<file path="src/inc/ppbs_defs.svh">
`ifndef PPBS_DEFS_SVH
`define PPBS_DEFS_SVH
`define PPBS_AD_W 32
`define PPBS_CBE_W 4
`define PPBS_FIFO_DEPTH 16
`define PPBS_CMD_MEM_READ 4'h6
`define PPBS_CMD_MEM_WRITE 4'h7
`define PPBS_PARK_AD 32'h0000_0000
`define PPBS_PARK_CBE 4'h0
`define PPBS_CLAIM_HI 4'h1
`endif

</file>
<file path="src/inc/ppbs_pkg.sv">
package ppbs_pkg;
	typedef enum logic [2:0] {
		ST_IDLE = 3'b000,
		ST_TURN = 3'b001,
		ST_DATA = 3'b010,
		ST_END = 3'b011,
		ST_SKIP = 3'b100
	} ppbs_state_e;
endpackage

</file>
<file path="src/hdl/ppbs_port.sv">
`timescale 1ns/10ps
`include "ppbs_defs.svh"

module ppbs_fifo #(
	parameter int W = `PPBS_AD_W,
	parameter int D = `PPBS_FIFO_DEPTH
) (
	input wire logic clk,
	input wire logic reset_n,
	input wire logic [W-1:0] in_data,
	input wire logic in_valid,
	output logic in_ready,
	output logic [W-1:0] out_data,
	output logic out_valid,
	input wire logic out_ready
);
	localparam int AW = $clog2(D);
	localparam logic [AW:0] DEPTH_C = (AW+1)'(D);
	logic [W-1:0] mem [D];
	logic [AW-1:0] wp_r, wp_nxt, rp_r, rp_nxt;
	logic [AW:0] cnt_r, cnt_nxt;
	logic rdy_r, rdy_nxt, push, pop;

	assign in_ready = rdy_r;
	assign out_valid = cnt_r != '0;
	assign out_data = mem[rp_r];

	always_comb begin
		push = in_valid && rdy_r;
		pop = out_valid && out_ready;
		wp_nxt = push ? wp_r + 1'b1 : wp_r;
		rp_nxt = pop ? rp_r + 1'b1 : rp_r;
		cnt_nxt = cnt_r + {{AW{1'b0}}, push} - {{AW{1'b0}}, pop};
		rdy_nxt = cnt_nxt < DEPTH_C;
	end

	always_ff @(posedge clk) begin
		if (!reset_n) begin
			wp_r <= '0;
			rp_r <= '0;
			cnt_r <= '0;
			rdy_r <= 1'b0;
		end else begin
			wp_r <= wp_nxt;
			rp_r <= rp_nxt;
			cnt_r <= cnt_nxt;
			rdy_r <= rdy_nxt;
		end
		if (push) begin
			mem[wp_r] <= in_data;
		end
	end
endmodule

// Behaviour
// parity makes ones even over bus lines
// address parity checked clock after address phase
// write parity checked clock after transfer
// read parity driven one clock after data
// parity released one clock after address/data
// park bus lines while idle and granted
// transfer only when both ready signals low
// read data stable while target ready asserted
// command decoded at address phase
// frame high marks final data phase
// target ready held through wait states
// target ready driven high before floating
module ppbs_port #(
	parameter int DEPTH = `PPBS_FIFO_DEPTH,
	parameter logic [3:0] CLAIM_HI = `PPBS_CLAIM_HI
) (
	input wire logic ref_clk,
	input wire logic reset_n,
	input wire logic [31:0] ad_in,
	output logic [31:0] ad_out,
	output logic ad_oe,
	input wire logic [3:0] primary_cmd_byte_enables_in,
	output logic [3:0] primary_cmd_byte_enables_out,
	output logic primary_cmd_byte_enables_oe,
	input wire logic primary_parity_line_in,
	output logic primary_parity_line_out,
	output logic primary_parity_line_oe,
	input wire logic frame_n_in,
	input wire logic primary_initiator_ready_n,
	output logic primary_target_ready_n_out,
	output logic primary_target_ready_n_oe,
	input wire logic grant_n,
	input wire logic [31:0] fill_data,
	input wire logic fill_valid,
	output logic fill_ready,
	output logic [31:0] wr_word,
	output logic wr_valid,
	output logic addr_par_err,
	output logic data_par_err
);
	function automatic logic par_even(input logic [31:0] a, input logic [3:0] c);
		return ^{a, c};
	endfunction

	ppbs_pkg::ppbs_state_e st_r, st_nxt;
	logic is_rd_r, is_rd_nxt;
	logic [31:0] ad_out_r, ad_out_nxt, wr_word_r, wr_word_nxt;
	logic ad_oe_r, ad_oe_nxt, cbe_oe_r, cbe_oe_nxt;
	logic [3:0] cbe_out_r, cbe_out_nxt, cbe_seen;
	logic par_out_r, par_out_nxt, par_oe_r, par_oe_nxt;
	logic trdy_n_r, trdy_n_nxt, trdy_oe_r, trdy_oe_nxt;
	logic wr_valid_r, wr_valid_nxt, achk_r, achk_nxt, aexp_r, aexp_nxt;
	logic dchk_r, dchk_nxt, dexp_r, dexp_nxt, aerr_r, aerr_nxt, derr_r, derr_nxt;
	logic park, rd_pop, rd_valid, xfer, addr_exp;
	logic [31:0] rd_head;
	logic fill_rdy_w;

	ppbs_fifo #(.W(32), .D(DEPTH)) u_fifo (
		.clk(ref_clk),
		.reset_n(reset_n),
		.in_data(fill_data),
		.in_valid(fill_valid),
		.in_ready(fill_rdy_w),
		.out_data(rd_head),
		.out_valid(rd_valid),
		.out_ready(rd_pop)
	);

	assign fill_ready = fill_rdy_w;
	assign ad_out = ad_out_r;
	assign ad_oe = ad_oe_r;
	assign primary_cmd_byte_enables_out = cbe_out_r;
	assign primary_cmd_byte_enables_oe = cbe_oe_r;
	assign primary_parity_line_out = par_out_r;
	assign primary_parity_line_oe = par_oe_r;
	assign primary_target_ready_n_out = trdy_n_r;
	assign primary_target_ready_n_oe = trdy_oe_r;
	assign wr_word = wr_word_r;
	assign wr_valid = wr_valid_r;
	assign addr_par_err = aerr_r;
	assign data_par_err = derr_r;
	assign cbe_seen = cbe_oe_r ? cbe_out_r : primary_cmd_byte_enables_in;
	assign addr_exp = par_even(ad_in, primary_cmd_byte_enables_in);
	assign xfer = !trdy_n_r && !primary_initiator_ready_n;

	always_comb begin
		park = !grant_n && frame_n_in && primary_initiator_ready_n;
		st_nxt = st_r;
		is_rd_nxt = is_rd_r;
		ad_out_nxt = ad_out_r;
		ad_oe_nxt = ad_oe_r;
		cbe_oe_nxt = 1'b0;
		cbe_out_nxt = `PPBS_PARK_CBE;
		trdy_n_nxt = trdy_n_r;
		trdy_oe_nxt = trdy_oe_r;
		wr_word_nxt = wr_word_r;
		wr_valid_nxt = 1'b0;
		achk_nxt = 1'b0;
		aexp_nxt = aexp_r;
		dchk_nxt = 1'b0;
		dexp_nxt = dexp_r;
		rd_pop = 1'b0;
		par_out_nxt = par_even(ad_out_r, cbe_seen);
		par_oe_nxt = ad_oe_r;
		aerr_nxt = achk_r && (aexp_r != primary_parity_line_in);
		derr_nxt = dchk_r && (dexp_r != primary_parity_line_in);
		unique case (st_r)
			ppbs_pkg::ST_IDLE: begin
				trdy_oe_nxt = 1'b0;
				trdy_n_nxt = 1'b1;
				ad_oe_nxt = park;
				cbe_oe_nxt = park;
				ad_out_nxt = `PPBS_PARK_AD;
				if (!frame_n_in) begin
					achk_nxt = 1'b1;
					aexp_nxt = addr_exp;
					ad_oe_nxt = 1'b0;
					cbe_oe_nxt = 1'b0;
					if (ad_in[31:28] == CLAIM_HI &&
						(primary_cmd_byte_enables_in == `PPBS_CMD_MEM_READ ||
						primary_cmd_byte_enables_in == `PPBS_CMD_MEM_WRITE)) begin
						st_nxt = ppbs_pkg::ST_TURN;
						is_rd_nxt = primary_cmd_byte_enables_in == `PPBS_CMD_MEM_READ;
					end else begin
						st_nxt = ppbs_pkg::ST_SKIP;
					end
				end
			end
			ppbs_pkg::ST_SKIP: begin
				if (frame_n_in && primary_initiator_ready_n) begin
					st_nxt = ppbs_pkg::ST_IDLE;
				end
			end
			ppbs_pkg::ST_TURN: begin
				st_nxt = ppbs_pkg::ST_DATA;
				trdy_oe_nxt = 1'b1;
				ad_oe_nxt = is_rd_r;
				trdy_n_nxt = is_rd_r;
			end
			ppbs_pkg::ST_DATA: begin
				if (xfer) begin
					if (is_rd_r) begin
						rd_pop = 1'b1;
						trdy_n_nxt = 1'b1;
					end else begin
						wr_word_nxt = ad_in;
						wr_valid_nxt = 1'b1;
						dchk_nxt = 1'b1;
						dexp_nxt = addr_exp;
					end
					if (frame_n_in) begin
						st_nxt = ppbs_pkg::ST_END;
						trdy_n_nxt = 1'b1;
					end
				end else if (frame_n_in && primary_initiator_ready_n) begin
					st_nxt = ppbs_pkg::ST_END;
					trdy_n_nxt = 1'b1;
				end else if (is_rd_r && trdy_n_r && rd_valid) begin
					ad_out_nxt = rd_head;
					trdy_n_nxt = 1'b0;
				end
			end
			ppbs_pkg::ST_END: begin
				st_nxt = ppbs_pkg::ST_IDLE;
				trdy_oe_nxt = 1'b0;
				ad_oe_nxt = 1'b0;
			end
			default: begin
				st_nxt = ppbs_pkg::ST_IDLE;
			end
		endcase
	end

	always_ff @(posedge ref_clk) begin
		if (!reset_n) begin
			st_r <= ppbs_pkg::ST_IDLE;
			is_rd_r <= 1'b0;
			ad_out_r <= 32'h0000_0000;
			ad_oe_r <= 1'b0;
			cbe_out_r <= 4'h0;
			cbe_oe_r <= 1'b0;
			par_out_r <= 1'b0;
			par_oe_r <= 1'b0;
			trdy_n_r <= 1'b1;
			trdy_oe_r <= 1'b0;
			wr_word_r <= 32'h0000_0000;
			wr_valid_r <= 1'b0;
			achk_r <= 1'b0;
			aexp_r <= 1'b0;
			dchk_r <= 1'b0;
			dexp_r <= 1'b0;
			aerr_r <= 1'b0;
			derr_r <= 1'b0;
		end else begin
			st_r <= st_nxt;
			is_rd_r <= is_rd_nxt;
			ad_out_r <= ad_out_nxt;
			ad_oe_r <= ad_oe_nxt;
			cbe_out_r <= cbe_out_nxt;
			cbe_oe_r <= cbe_oe_nxt;
			par_out_r <= par_out_nxt;
			par_oe_r <= par_oe_nxt;
			trdy_n_r <= trdy_n_nxt;
			trdy_oe_r <= trdy_oe_nxt;
			wr_word_r <= wr_word_nxt;
			wr_valid_r <= wr_valid_nxt;
			achk_r <= achk_nxt;
			aexp_r <= aexp_nxt;
			dchk_r <= dchk_nxt;
			dexp_r <= dexp_nxt;
			aerr_r <= aerr_nxt;
			derr_r <= derr_nxt;
		end
	end

	chk_par_even: assert property (@(posedge ref_clk) disable iff (!reset_n)
		$rose(par_oe_r) |-> par_out_r == ^{$past(ad_out_r), $past(cbe_seen)})
		else $error("parity not even over driven lines");
	chk_addr_parity: assert property (@(posedge ref_clk) disable iff (!reset_n)
		(st_r == ppbs_pkg::ST_IDLE && !frame_n_in) |-> ##2
		aerr_r == ($past(primary_parity_line_in) != $past(addr_exp, 2)))
		else $error("address parity flag wrong");
	chk_write_parity: assert property (@(posedge ref_clk) disable iff (!reset_n)
		(st_r == ppbs_pkg::ST_DATA && !is_rd_r && xfer) |-> ##2
		derr_r == ($past(primary_parity_line_in) != $past(addr_exp, 2)))
		else $error("write data parity flag wrong");
	chk_read_par: assert property (@(posedge ref_clk) disable iff (!reset_n)
		(st_r == ppbs_pkg::ST_DATA && is_rd_r && !trdy_n_r) |=>
		par_oe_r && par_out_r == ^{$past(ad_out_r), $past(primary_cmd_byte_enables_in)})
		else $error("read parity not valid after target ready");
	chk_par_release: assert property (@(posedge ref_clk) disable iff (!reset_n)
		$fell(ad_oe_r) |-> par_oe_r ##1 !par_oe_r)
		else $error("parity release not one clock after data");
	chk_park_drive: assert property (@(posedge ref_clk) disable iff (!reset_n)
		(st_r == ppbs_pkg::ST_IDLE && park && frame_n_in) |=>
		ad_oe_r && cbe_oe_r && ad_out_r == `PPBS_PARK_AD ##1 par_oe_r)
		else $error("bus not parked while granted");
	chk_write_take: assert property (@(posedge ref_clk) disable iff (!reset_n)
		(st_r == ppbs_pkg::ST_DATA && !is_rd_r && xfer) |=>
		wr_valid_r && wr_word_r == $past(ad_in))
		else $error("write word not taken on transfer");
	chk_read_stable: assert property (@(posedge ref_clk) disable iff (!reset_n)
		(st_r == ppbs_pkg::ST_DATA && !trdy_n_r && primary_initiator_ready_n && !frame_n_in)
		|=> !trdy_n_r && $stable(ad_out_r))
		else $error("read data or target ready moved in wait state");
	chk_final_phase: assert property (@(posedge ref_clk) disable iff (!reset_n)
		(st_r == ppbs_pkg::ST_DATA && xfer && frame_n_in) |=>
		st_r == ppbs_pkg::ST_END ##1 st_r == ppbs_pkg::ST_IDLE)
		else $error("final phase did not end access");
	chk_sts_high: assert property (@(posedge ref_clk) disable iff (!reset_n)
		$fell(trdy_oe_r) |-> $past(trdy_n_r) && $past(trdy_oe_r, 2))
		else $error("target ready floated without high cycle");
endmodule

</file>
<file path="config.mk">
export PLATFORM = sky130hd
export DESIGN_NAME = ppbs_port
export DESIGN_NICKNAME = d
export VERILOG_FILES = /design/src/inc/ppbs_pkg.sv /design/src/hdl/ppbs_port.sv
export VERILOG_INCLUDE_DIRS = /design/src /design/src/inc
export SDC_FILE = /design/constraint.sdc
export NUM_CORES = 1
export LEC_CHECK = 0
export ABC_AREA = 1
export BUFFER_PORTS_ARGS = -buffer_cell sky130_fd_sc_hd__buf_2
export CORE_ASPECT_RATIO = 1.25
export CORE_MARGIN = 8
export CORE_UTILIZATION = 55
export CTS_BUF_LIST = sky130_fd_sc_hd__clkbuf_2 sky130_fd_sc_hd__clkbuf_4 sky130_fd_sc_hd__clkbuf_8
export DETAILED_ROUTE_END_ITERATION = 8
export PLACE_DENSITY_LB_ADDON = 0.15
export SLEW_MARGIN = 10
export SYNTH_ARGS = -nofsm -noshare
export SYNTH_HDL_FRONTEND = slang
export SYNTH_SLANG_ARGS = --single-unit
</file>
<file path="constraint.sdc">
create_clock -name ref_clk -period 2.2 [get_ports ref_clk]
set_input_delay 0.11 -clock ref_clk [delete_from_list [all_inputs] [get_ports ref_clk]]
set_output_delay 0.11 -clock ref_clk [all_outputs]
set_load 0.01 [all_outputs]
</file>
==> results of run 1 <==
cells in the final DEF (no fill, tap or decap), types with 3 or more instances in the layout:
| cell type | instances |
|---|---|
| edfxtp_1 | 512 |
| inv_2 | 7 |
| o211ai_1 | 37 |
| o21ai_1 | 72 |
| xnor2_1 | 31 |
| mux2i_1 | 13 |
| clkbuf_4 | 36 |
| nor4_1 | 3 |
| clkinv_1 | 13 |
| a21oi_1 | 71 |
| ha_1 | 13 |
| nor2_1 | 435 |
| dfxtp_4 | 3 |
| and2_1 | 3 |
| buf_4 | 48 |
| ha_4 | 3 |
| o22ai_1 | 34 |
| clkinv_2 | 9 |
| conb_1 | 4 |
| clkbuf_8 | 103 |
| xor2_1 | 14 |
| dlygate4sd3_1 | 70 |
| inv_1 | 60 |
| nand2_1 | 248 |
| buf_12 | 33 |
| nor2_4 | 17 |
| dfxtp_2 | 4 |
| o21ai_0 | 326 |
| nand3_1 | 28 |
| buf_2 | 148 |
| o32ai_1 | 13 |
| dfxtp_1 | 91 |
| nor3_1 | 4 |
final cells by class:
| type | instances | area [sq um] | area share (%) |
|---|---|---|---|
| antenna | 2 | 5.005 | 0.01697 |
| clock buffer | 139 | 1688 | 5.722 |
| clock inverter | 25 | 121.4 | 0.4115 |
| inverter | 68 | 262.8 | 0.8908 |
| multi-input combinational | 1390 | 6882 | 23.33 |
| sequential | 610 | 17350 | 58.83 |
| tap | 578 | 723.2 | 2.452 |
| timing repair buffer | 299 | 2462 | 8.348 |
per-layer routing:
metal / wire length [um] / vias to the layer above / global-route usage, %
li1: - / 8279 / -
met1: 25580 / 8513 / 29.55
met2: 32420 / 629 / 42.49
met3: 4327 / 121 / 4.259
met4: 1727 / 0 / 9.739
met5: 0 / - / 0
power by group:
group / total, uW / internal (uW) / leakage, uW / switching, uW
Sequential: 13000 / 12800 / 0.00540 / 135
Clock: 9120 / 4890 / 0.000972 / 4230
Combinational: 2480 / 891 / 0.00418 / 1580
sequential cells by signal, indices dropped and copies added (netlist names), named ones only:
| signal | cells |
|---|---|
| achk_r | 1 |
| ad_oe | 1 |
| ad_out | 32 |
| addr_par_err | 1 |
| aexp_r | 1 |
| data_par_err | 1 |
| dchk_r | 1 |
| dexp_r | 1 |
| is_rd_r | 1 |
| primary_cmd_byte_enables_oe | 1 |
| primary_parity_line_oe | 1 |
| primary_parity_line_out | 1 |
| primary_target_ready_n_oe | 1 |
| primary_target_ready_n_out | 1 |
| st_r | 3 |
| u_fifo.cnt_r | 5 |
| u_fifo.in_ready | 1 |
| u_fifo.mem | 512 |
| u_fifo.rp_r | 4 |
| u_fifo.wp_r | 4 |
| wr_word | 32 |
worst max-delay path by stage:
stage / endpoint
final: u_fifo.cnt_r[4]$_SDFF_PN0_
after global routing: u_fifo.cnt_r[4]$_SDFF_PN0_
after CTS: u_fifo.cnt_r[4]$_SDFF_PN0_
after detailed placement: u_fifo.cnt_r[4]$_SDFF_PN0_
after global placement: u_fifo.cnt_r[4]$_SDFF_PN0_
after floorplan: u_fifo.mem[11][0]$_DFFE_PP_
logic make-up (layout without fill, tap and decap cells):
kind of cell               Yosys count  after routing  synth area share [%]
AOI/OAI and AO/OA                  560            560                 12.08
adders and majority gates           17             17                0.8834
xor gates and xnor gates            45             45                 1.581
DFF                                610            610                 69.54
buffers and inverters              196            531                 3.629
other                                1              6               0.01504
muxes                               13             13                0.5220
and+or+nand+nor                    751            751                 11.74
worst reg2reg max path, stage by stage, from the launching register on:
cell	delay, ns
dfxtp_2	0.33
inv_2	0.05
ha_4	0.15
nand3_4	0.08
nand2_4	0.05
nor2_4	0.11
ha_4	0.21
inv_2	0.06
ha_4	0.12
inv_2	0.03
fa_2	0.33
nor2_1	0.10
nor2_1	0.05
o21bai_1	0.20
xnor2_1	0.17
inv_1	0.07
nor2_1	0.08
what timing repair did:
item,CTS,global route
resized for setup,13,4
setup buffers,3,3
setup endpoints to repair,2,3
hold buffers,70,0
pin swaps,8,8
endpoints found under the hold margin,569,0
cells in the mapped netlist, drive strengths merged:
library cell  instances
and3                  1
a211oi                1
and2                  3
clkbuf               61
nand2               250
dfxtp                98
a21oi                71
o32ai                13
a31oi                 2
o22ai                34
xor2                 14
fa                    1
o2111ai               1
nand2b                1
nor2                454
inv                  68
nor3                  7
o21bai                1
nand3                29
o221ai                1
nand3b                2
conb                  1
mux2i                13
nor4                  3
buf                  67
edfxtp              512
xnor2                31
o211ai               37
or2                   1
ha                   16
o21ai               399
metrics by stage:
stage	setup slack [ns]	hold WS, ns	total power, uW	cells
detailed placement	-0.1962	0.2949	15460	2869
CTS	-0.1346	0.02828	24730	3106
finish	-0.04719	0.07914	24570	3111
floorplan	-0.3224	0.1885	14470	2196
global placement	-0.1498	0.3006	15400	2869
global route	-0.1934	0.09556	25510	3110
==> impl.org, run 1 <==
** Layout
- Utilization after layout :: 65.61%
- Final Cell Area :: 29500 sq um
- The filler cells instantiated in the layout total 3412.
- Share of cells above drive strength 1 :: 16.87%
- Area delta synth->final :: 18.32%
- Net count reported at finish :: 2553

** Floorplanning
- Area of the die :: 52440 sq um
- In this run the core area contains 87 standard-cell rows.
- Height of the chip :: 254.0 um
- Initial Util :: 55.45%
- Area of the core :: 44960 sq um
- 153 I/O pins were placed.
- Die W :: 206.4 um

** Timing
- Based on the critical path, the design can be clocked at up to 445.0 MHz.
- Actual slew at the worst max-slew pin :: 0.6818 ns
- Subtracting the final worst setup slack from the clock period gives 2.247 ns.
- The final count of hold timing violations was 0.
- Portion of the clock cycle consumed by the worst path in the final layout :: 102.1%
- Setup violations remaining at the end of the flow were counted as 2.
- Worst slew margin relative to its limit :: 54.55%
- Fin Clk Skew :: 0.01899 ns
- The number of max-slew violations in the final report was 0.
- Setup repair after global routing missed its margin :: yes
- Worst Setup Slack, final :: -0.04719 ns
- Adding up every negative setup slack in the final design gives -0.08052 ns.

** Clock network
- Worst-path clk slew :: 0.06 ns
- Clock insertion delay at the later pin of the skew report :: 0.66 ns
- Total clock sinks :: 610
- Number of H-tree levels :: 3
- Root buffer cell :: clkbuf_8
- Number of buffers between clock root and the deepest sink :: 3
- TritonCTS clock tree :: yes
- Buffers inserted during clock tree synthesis total 92.

** Setup path
- The kind of cell with the highest combined delay along the critical path is adder cells.
- Maximum cell stage delay along the critical path :: 0.33 ns
- Worst setup EP type :: flip-flop
- The number of buffers and inverters on the critical path is 4.
- Crit path max-delay cell type :: dfxtp_2
- The worst register-to-register path has a setup slack of -0.05 ns.
- CP Cell Sequence :: inv_2, ha_4, nand3_4, nand2_4, nor2_4, ha_4, inv_2, ha_4, inv_2, fa_2, nor2_1, nor2_1, o21bai_1, xnor2_1, inv_1, nor2_1
- Reg2reg start :: u_fifo.cnt_r[2]$_SDFF_PN0_
- Counting buffers and inverters, the worst setup path is 16 cells deep.
- The critical path is of the reg2reg type.
- Critical path fanouts, max :: 2
- The most critical setup path has its startpoint at u_fifo.cnt_r[2]$_SDFF_PN0_.
- CP arrival :: 2.84 ns
- Reg2Reg Depth :: 16
- STA classifies the critical path startpoint as a flip-flop.
- Worst reg2reg path endpoint :: u_fifo.cnt_r[4]$_SDFF_PN0_
- Data required time at the worst endpoint :: 2.80 ns

** Placed design
- HPWL reported at the end of detailed placement :: 36270 um
- At the end of routability-driven placement, the weighted congestion stood at 0.8032.
- Placed Instance Area :: 26870 sq um
- PortBufs :: 148

** Power
- Peak VDD IR :: 0.4906 mV
- Power per cell area :: 833.0 nW/um^2
- Static Leak :: 0.01055 uW

** Yosys
- The share of the Yosys chip area taken by registers is 69.54%.
- Sorting the synthesized cells by area gives the leading types as edfxtp_1, dfxtp_1, nor2_1.
- Post-Syn Area :: 24930 sq um
- Synthesis inferred 610 register bits.
- Post-synth top area cell :: edfxtp_1
- Syn Inst Count :: 2193
- Share of the synthesized area in the top cell type :: 61.67%
- In this run the mean area of a mapped cell was 11.37 sq um.
- After synthesis, the netlist uses 43 different library cells.
- Yosys warns :: 0

** Status
- The checks that failed: setup timing.
- The flow ran to the end, but the final reports show violations.

** Drt
- Count of unresolved DRC violations after routing :: 0
- DRC violation total after the first TritonRoute iteration :: 1445
- Via count normalized by instance count :: 5.639
- Aggregate routed wire length :: 64060 um
- After detailed routing, the average wire length per cell comes to 20.59 um.
- Antenna viol nets, final :: 0
- Number of vias after detailed routing :: 17542
- Number of detailed-routing iterations run before antenna repair :: 5

** Global route
- Pin count of the biggest net entering global routing :: 133
- Number of global-route vias before repair :: 17229
- Global-route wire length before repair :: 96860 um
- Antenna violations before repair :: 1
- Global routing used 24.32% of the available tracks across all layers.
- Grt ovf :: 0

** Hold path
- Number of cells on the worst hold path :: 8
- The min-delay analysis places its worst path in the category in2reg.
- HP Start :: primary_initiator_ready_n
- Min-Delay Endpoint :: ad_oe$_SDFFE_PN0P_

** Flow run
- Max_cap viols :: 0
Note: power is estimated with default switching activity, not from simulation.
==> run 2: changes to the inputs <==
Settings changed: PLACE_DENSITY set to 0.76, PLACE_DENSITY_LB_ADDON 0.15 to unset.
==> run 2 against run 1 <==
  * Setup slack better by 0.034 ns
  * Final area rose by 0.62%
  * Global-route usage rose by 0.12 points
  * Clock power is 2.3% lower
  * Largest power group unchanged
  * Critical path depth shrank 2
  * Via count rose by 3.0%
  * The flow still finishes with violations (setup timing)
  * Total power shrank 0.82%
==> impl.org, run 2 (same netlist as run 1, synthesis figures left out) <==
** Status
- The flow ran to the end, but the final reports show violations.
- The final reports fail on setup timing.

** Floorplanning
- The initial core utilization is 55.45% (unchanged).
- The area of the die is 52440 sq um (unchanged).
- Cell Rows :: 87 (unchanged)
- IO Pins :: 153 (unchanged)
- The horizontal extent of the die is 206.4 um (unchanged).
- Area of the core :: 44960 sq um (unchanged)
- The vertical extent of the die is 254.0 um (unchanged).

** Timing
- Actual slew at the worst max-slew pin :: 0.5173 ns (-0.1645 ns)
- Count of final hold-check violations :: 0 (unchanged)
- Setup repair after global routing could not meet its margin everywhere.
- The final critical-path share of the clock period is 100.6% (-1.5 points).
- Fin Clk Skew :: 0.03298 ns (+0.01400 ns)
- Clock period minus final worst setup slack :: 2.213 ns (-0.03375 ns)
- Final setup TNS :: -0.01344 ns (+0.06708 ns)
- The number of max-slew violations in the final report came to 0 (unchanged).
- # setup viols final :: 1 (-1)
- Worst Setup Slack, final :: -0.01344 ns (+0.03375 ns)
- The highest clock frequency the design can meet is 451.8 MHz (+1.5%).
- Worst slew margin relative to its limit :: 65.48% (+11 points)

** Setup path
- Reg2Reg Depth :: 14 (-2)
- Broken down by cell family, the worst path's largest delay share belongs to simple AND/OR/NAND/NOR gates.
- CP Cell Sequence :: nor3_4, nand2_2, nor2_4, ha_4, inv_4, ha_4, inv_2, fa_2, nor2_2, nor2_1, o21bai_1, xnor2_1, inv_1, nor2_1
- The largest individual stage delay along the critical path comes from the cell fa_2.
- Critical path buffers and inverters :: 3 (-1)
- STA classifies the critical path startpoint as a flip-flop.
- Startpoint-to-endpoint class of the critical path :: reg2reg
- The critical path arrival was 2.81 ns (-0.03 ns).
- The required time at the endpoint of the critical path was 2.80 ns (about the same).
- The total stage count of the critical path was 14 (-2).
- The worst stage delay on the critical path came to 0.35 ns (+0.02 ns).
- Worst setup EP type :: flip-flop
- The maximum fanout encountered on the critical timing path is 3 (+1).

** Layout
- Utilization after layout :: 66.02% (+0.40 points)
- Ranked by flip-flop count, first place goes to u_fifo.mem.
- The final layout net count came to 2573 (+0.78%).
- The number of standard cells in the final layout excluding fillers came to 3134 (+0.74%).
- Area delta synth->final :: 19.05%
- Share of cells above drive strength 1 :: 17.28% (+0.41 points)
- The flip-flop count of the largest register after layout was 512 (unchanged).
- In the layout the commonest cells are edfxtp_1, nor2_1, o21ai_0, nand2_1, buf_2.
- Most common cell after layout, fill and taps aside :: edfxtp_1

** Global route
- The global-route total usage across every layer came to 24.44% (+0.12 points).
- The pin count of the biggest net entering global routing was 58 (-56%).
- The met2 track demand over resource in global routing is 42.27% (-0.22 points).
- The number of antenna violations at the first check in global routing is 5 (+4).
- The global-route track usage on met1 was 27.95% (-1.6 points).
- Grt ovf :: 0 (unchanged)
- In this run the most used layer during global routing was met2.
- The global-route wire length before repair came to 98080 um (+1.3%).
- The number of global-route vias before repair was 18069 (+4.9%).
- The met3 demand-to-capacity share in global routing was 3.762% (-0.50 points).

** Power
- Power per cell area :: 821.1 nW/um^2 (-1.4%)
- The leakage component of the power is 0.01065 uW (+0.89%).
- Post-layout total power :: 24370 uW (-0.82%)
- Peak VDD IR :: 0.4433 mV (-9.7%)

** Clock network
- Worst-path clk slew :: 0.06 ns (about the same)
- Number of buffers between clock root and the deepest sink :: 3 (unchanged)
- TritonCTS built the clock tree.
- Total clock sinks :: 610 (unchanged)
- Number of H-tree levels :: 3 (unchanged)
- Root buffer cell :: clkbuf_8
- Clock insertion delay at the later pin of the skew report :: 0.67 ns (about the same)
- The total clock buffers created by CTS is 90 (-2.2%).

** Placed design
- PortBufs :: 148 (unchanged)
- The placed wire-length estimate after detailed placement is 37660 um (+3.8%).
- Number of instances in the placed design :: 2890 (+0.73%)
- The final weighted congestion in routability-driven placement was 0.8006 (-0.32%).

** Hold path
- The cell depth of the worst min-delay path is 6 (-2).
- Worst min path class :: in2reg

** Drt
- DRC violation total after the first TritonRoute iteration :: 1650 (+14%)
- Aggregate routed wire length :: 64800 um (+1.2%)
- The detailed-route via count was 18067 (+3.0%).
- The number of remaining DRC errors is 0 (unchanged).
- Number of detailed-routing iterations run before antenna repair :: 6 (+1)
- Antenna viol nets, final :: 0 (unchanged)
- Detail-routed net length per standard cell :: 20.68 um (+0.43%)
- Via count normalized by instance count :: 5.765 (+2.2%)

** Flow run
- The number of max-cap violations was 0 (unchanged).
-- run 2: cell count changes in the layout (fill, tap and decap cells not counted), moves of 3 or more --
cell and change:
clkinv_2 +5, clkinv_1 +3, inv_2 -3, dlygate4sd3_1 +5
inv_6 +3, buf_4 +11, clkbuf_4 -4, clkbuf_8 -10
buf_12 +6
-- run 2: final cells by class --
cell class              instances  area [sq um]
clock inverters                38         227.7
repair buffers                321          2715
diodes                          4         10.01
flip-flops and latches        610         17350
clock buffers                 125          1520
well taps                     578         723.2
inverters                      68         262.8
fillers                      3104         15280
multi-input cells            1390          6865
-- run 2: path summary, 6_finish.rpt --
| path | from | end | slack [ns] |
|---|---|---|---|
| max | st_r[2]$_SDFFE_PN0P_ | u_fifo.cnt_r[4]$_SDFF_PN0_ | -0.01 |
| min | primary_initiator_ready_n | u_fifo.rp_r[1]$_SDFFE_PN0P_ | 0.05 |
| max reg2reg | st_r[2]$_SDFFE_PN0P_ | u_fifo.cnt_r[4]$_SDFF_PN0_ | -0.01 |
| min reg2reg | ad_oe$_SDFFE_PN0P_ | primary_parity_line_oe$_SDFF_PN0_ | 0.45 |
-- run 2: through the flow --
step	hold WS (ns)	cell area (sq um)	worst slack, ns
2_1_floorplan	0.1885	24950	-0.3224
4_1_cts	0.01486	29660	-0.03023
6_report	0.05350	29680	-0.01344
3_5_place_dp	0.3034	27090	-0.1933
5_1_grt	0.05887	29680	-0.1519
3_3_place_gp	0.2973	27090	-0.1444
-- run 2: where the power goes --
part           switching [uW]  total (uW)  internal, uW  leakage (uW)
sequential                136       13000         12800       0.00540
clock                    4280        8910          4630      0.000942
combinational            1540        2480           941       0.00430
total                    5960       24400         18400        0.0106
-- run 2: per-layer routing --
layer  vias up  wire length (um)
met1      8699             23440
met3       214              4332
met5         -                13
li1       8319                 -
met4         2              3639
met2       833             33380
-- run 2: tightest hold or removal path: stages --
cell and delay [ns]:
buf_2 0.09, nor2_1 0.06, nand2_2 0.10, nor2_4 0.05, buf_4 0.15, a21oi_1 0.13
-- run 2: repair_timing --
| action | 4_1_cts | 5_1_grt |
|---|---|---|
| gates resized for setup | 11 | 6 |
| hold buffers | 76 | 0 |
| endpoints found under the setup margin | 3 | 3 |
| setup buffers | 1 | 0 |
| pin swaps | 4 | 0 |
| hold endpoints to repair | 563 | 0 |
==> run 3: changes to the inputs <==
Clock period 2.2 ns to 1.85 ns, I/O delays scaled along.
==> run 3 against run 2 <==
  * The flow still finishes with violations (setup timing)
  * Die area did not move
  * Utilization up 5.3 points
  * Flip-flop and latch count is the same
  * Wire length up 19%
  * Critical endpoint is now u_fifo.in_ready$_SDFF_PN0_
  * Largest power group unchanged
==> impl.org, run 3 (same netlist as run 1, synthesis figures left out) <==
** Global route
- Antenna violations before repair :: 4 (-1)
- Global routing usage summed across all routing layers :: 26.02% (+1.6 points)
- Pin count of the biggest net entering global routing :: 58 (unchanged)
- Grt ovf :: 0 (unchanged)
- The global-route wire length before repair is 103400 um (+5.4%).
- The number of global-route vias before repair is 18253 (+1.0%).

** Setup path
- The signal on the critical path passes through nor3_4, nand2_2, nor2_4, ha_4, inv_2, ha_4, inv_2, fa_2, nor2_2, nor2_1, o21bai_1, xnor2_1, nor2_1.
- STA classifies the critical path startpoint as a flip-flop.
- The worst setup path is captured at a flip-flop.
- Maximum cell stage delay along the critical path :: 0.34 ns (about the same)
- The maximum fanout encountered on the critical timing path is 3 (unchanged).
- The required time at the endpoint of the critical path came to 2.38 ns (-0.42 ns).
- The critical path arrival came to 2.81 ns (about the same).
- The slowest stage of the critical path belongs to the cell dfxtp_2.
- Startpoint-to-endpoint class of the critical path :: reg2reg
- The kind of cell with the highest combined delay along the critical path is simple AND/OR/NAND/NOR gates.
- The worst path buffer plus inverter count came to 2 (-1).

** Timing
- The minimum setup slack in the final design was -0.4223 ns (-0.4088 ns).
- The final critical-path share of the clock period came to 122.8% (+22 points).
- The setup-violating endpoint count in the final report was 33 (+32).
- The number of max-slew violations in the final report is 0 (unchanged).
- The maximum clock skew at final layout is 0.05056 ns (+0.01758 ns).
- The highest clock frequency the design can meet was 440.1 MHz (-2.6%).
- Setup repair after global routing could not meet its margin everywhere.
- The time the final worst path needs with I/O delays and setup was 2.272 ns (+0.05884 ns).
- The total negative slack for setup checks was -4.410 ns (-4.397 ns).
- The actual transition at the worst max-transition pin came to 0.7047 ns (+0.1874 ns).
- The relative max-transition margin is 52.68% (-13 points).
- Count of final hold-check violations :: 0 (unchanged)

** Clock network
- The sink count of the clock tree is 610 (unchanged).
- Root buffer cell :: clkbuf_8
- Worst-path clk slew :: 0.07 ns (about the same)
- Number of buffers between clock root and the deepest sink :: 3 (unchanged)
- The H-tree depth came to 3 (unchanged).
- CTS buffer count :: 91 (+1.1%)
- The clock insertion delay at the later pin of the skew report was 0.69 ns (+0.02 ns).
- TritonCTS clock tree :: yes

** Floorplanning
- Height of the chip :: 254.0 um (unchanged)
- Cell Rows :: 87 (unchanged)
- Area of the die :: 52440 sq um (unchanged)
- The initial core utilization is 55.45% (unchanged).
- The I/O pin count is 153 (unchanged).
- The horizontal extent of the die is 206.4 um (unchanged).
- The core area is 44960 sq um (unchanged).

** Drt
- Aggregate routed wire length :: 76840 um (+19%)
- Antenna viol nets, final :: 0 (unchanged)
- The iteration count of the initial detailed-routing pass was 6 (unchanged).
- Number of vias after detailed routing :: 19589 (+8.4%)
- The post-detailed-route via-to-cell ratio is 6.050 (+4.9%).
- The number of remaining DRC errors was 0 (unchanged).
- Detail-routed net length per standard cell :: 23.73 um (+15%)
- DRC violation total after the first TritonRoute iteration :: 2287 (+39%)

** Layout
- The final layout net count came to 2675 (+4.0%).
- Relative to the synthesized area, the layout overhead comes to 28.56%.
- The top cell types in the final layout, fill and taps aside, are edfxtp_1, nor2_1, nand2_1, o21ai_0, o21ai_1.
- Final Cell Area :: 32050 sq um (+8.0%)
- The ratio of cells with drive above 1 in the final layout was 25.94% (+8.7 points).
- Utilization after layout :: 71.29% (+5.3 points)
- The number of standard cells in the final layout excluding fillers was 3238 (+3.3%).
- Register name with the most flops :: u_fifo.mem
- The total of fill cells in the finished design came to 2677 (-14%).
- The flip-flop count of the largest register after layout was 512 (unchanged).
- Leaving out fill and tap cells, the most frequent cell in the layout is edfxtp_1.

** Placed design
- The final weighted congestion in routability-driven placement was 0.8348 (+4.3%).
- The post-placement cell area is 27510 sq um (+1.6%).
- The number of buffer cells added on primary ports was 148 (unchanged).
- HPWL reported at the end of detailed placement :: 40270 um (+6.9%)
- The cell total after placement was 2928 (+1.3%).

** Power
- The power density normalized to cell area was 925.1 nW/um^2 (+13%).
- The total net switching power came to 7429 uW (+25%).
- Part of the total power dissipated in sequential elements :: 52.2% (-1.1 points)
- Post-layout total power :: 29650 uW (+22%)
- The worst ir drop on vdd came to 0.5439 mV (+23%).
- The switching share of total power is 25.06% (+0.60 points).
- Static Leak :: 0.01158 uW (+8.7%)
- Cell-internal power :: 22220 uW (+21%)
- Part of the total power dissipated in the clock network :: 36.3% (-0.3 points)
- The logic gate share of total power is 11.5% (+1.3 points).

** Hold path
- Worst min path class :: in2reg

** Flow run
- The number of max-cap violations is 0 (unchanged).

** Status
- Violations in the final reports :: setup timing
- Run status :: finished with violations
## run 3: changes by cell type in the layout (fill, tap and decap cells not counted), moves of 26 or more
cell,previous run,this run
o21ai_1,72,166
nor2_2,3,62
nor2_1,434,341
nor2_4,17,51
o21ai_0,325,225
buf_6,0,26
## run 3: path summary, 6_finish.rpt
kind / from / to / slack [ns] / cells after the start
worst max-delay path: st_r[2]$_SDFFE_PN0P_ / u_fifo.in_ready$_SDFF_PN0_ / -0.42 / 13
worst min-delay path: primary_parity_line_in / data_par_err$_SDFF_PN0_ / 0.18 / 3
worst max register to register: st_r[2]$_SDFFE_PN0P_ / u_fifo.in_ready$_SDFF_PN0_ / -0.42 / 13
worst min register to register: ad_oe$_SDFFE_PN0P_ / primary_parity_line_oe$_SDFF_PN0_ / 0.46 / 2
## run 3: metal layers
layer  GRT usage (%)  vias up  routed length [um]
met1           30.68     9285               25390
met4           16.78        2                5530
met2           43.64     1415               37840
met5               0        -                  13
met3           4.450      355                8061
li1                -     8532                   -
## run 3: repair_timing
item / CTS / global route
hold buffers: 75 / 0
cloned: 6 / 20
gates resized for setup: 42 / 319
endpoints found under the setup margin: 19 / 243
setup buffers: 8 / 37
hold endpoints to repair: 567 / 0
pin swaps: 15 / 115
## run 3: power by group through the flow
stage          Clock, uW  Combinational, uW  Sequential (uW)
2_1_floorplan          0               1480            15800
6_report           10800               3410            15500
4_1_cts            10700               3100            15400
3_5_place_dp           0               2830            15700
5_1_grt            11400               3660            15500
3_3_place_gp           0               2760            15700
## run 3: worst min-delay path: cells and delay by family
kind	cells	cell delay, ns
compound gates	1	0.07
buf+inv	2	0.67
## run 3: metrics by stage
| stage | hold slack, ns | worst slack (ns) |
|---|---|---|
| 2_1_floorplan | 0.1710 | -0.3932 |
| 3_3_place_gp | 0.2832 | -0.5221 |
| 3_5_place_dp | 0.2865 | -0.5169 |
| 4_1_cts | 0.1294 | -0.4649 |
| 5_1_grt | 0.1665 | -0.5167 |
| 6_report | 0.1834 | -0.4223 |
## run 3: area by class of cell
type,count,area (sq um),share of cell area (%)
clock buffers,128,1555,4.853
inverters,68,267.8,0.8354
clock inverters,38,207.7,0.6481
repair buffers,422,4367,13.62
diodes,4,10.01,0.03123
flip-flops and latches,610,17350,54.15
multi-input cells,1390,7565,23.60
well taps,578,723.2,2.256
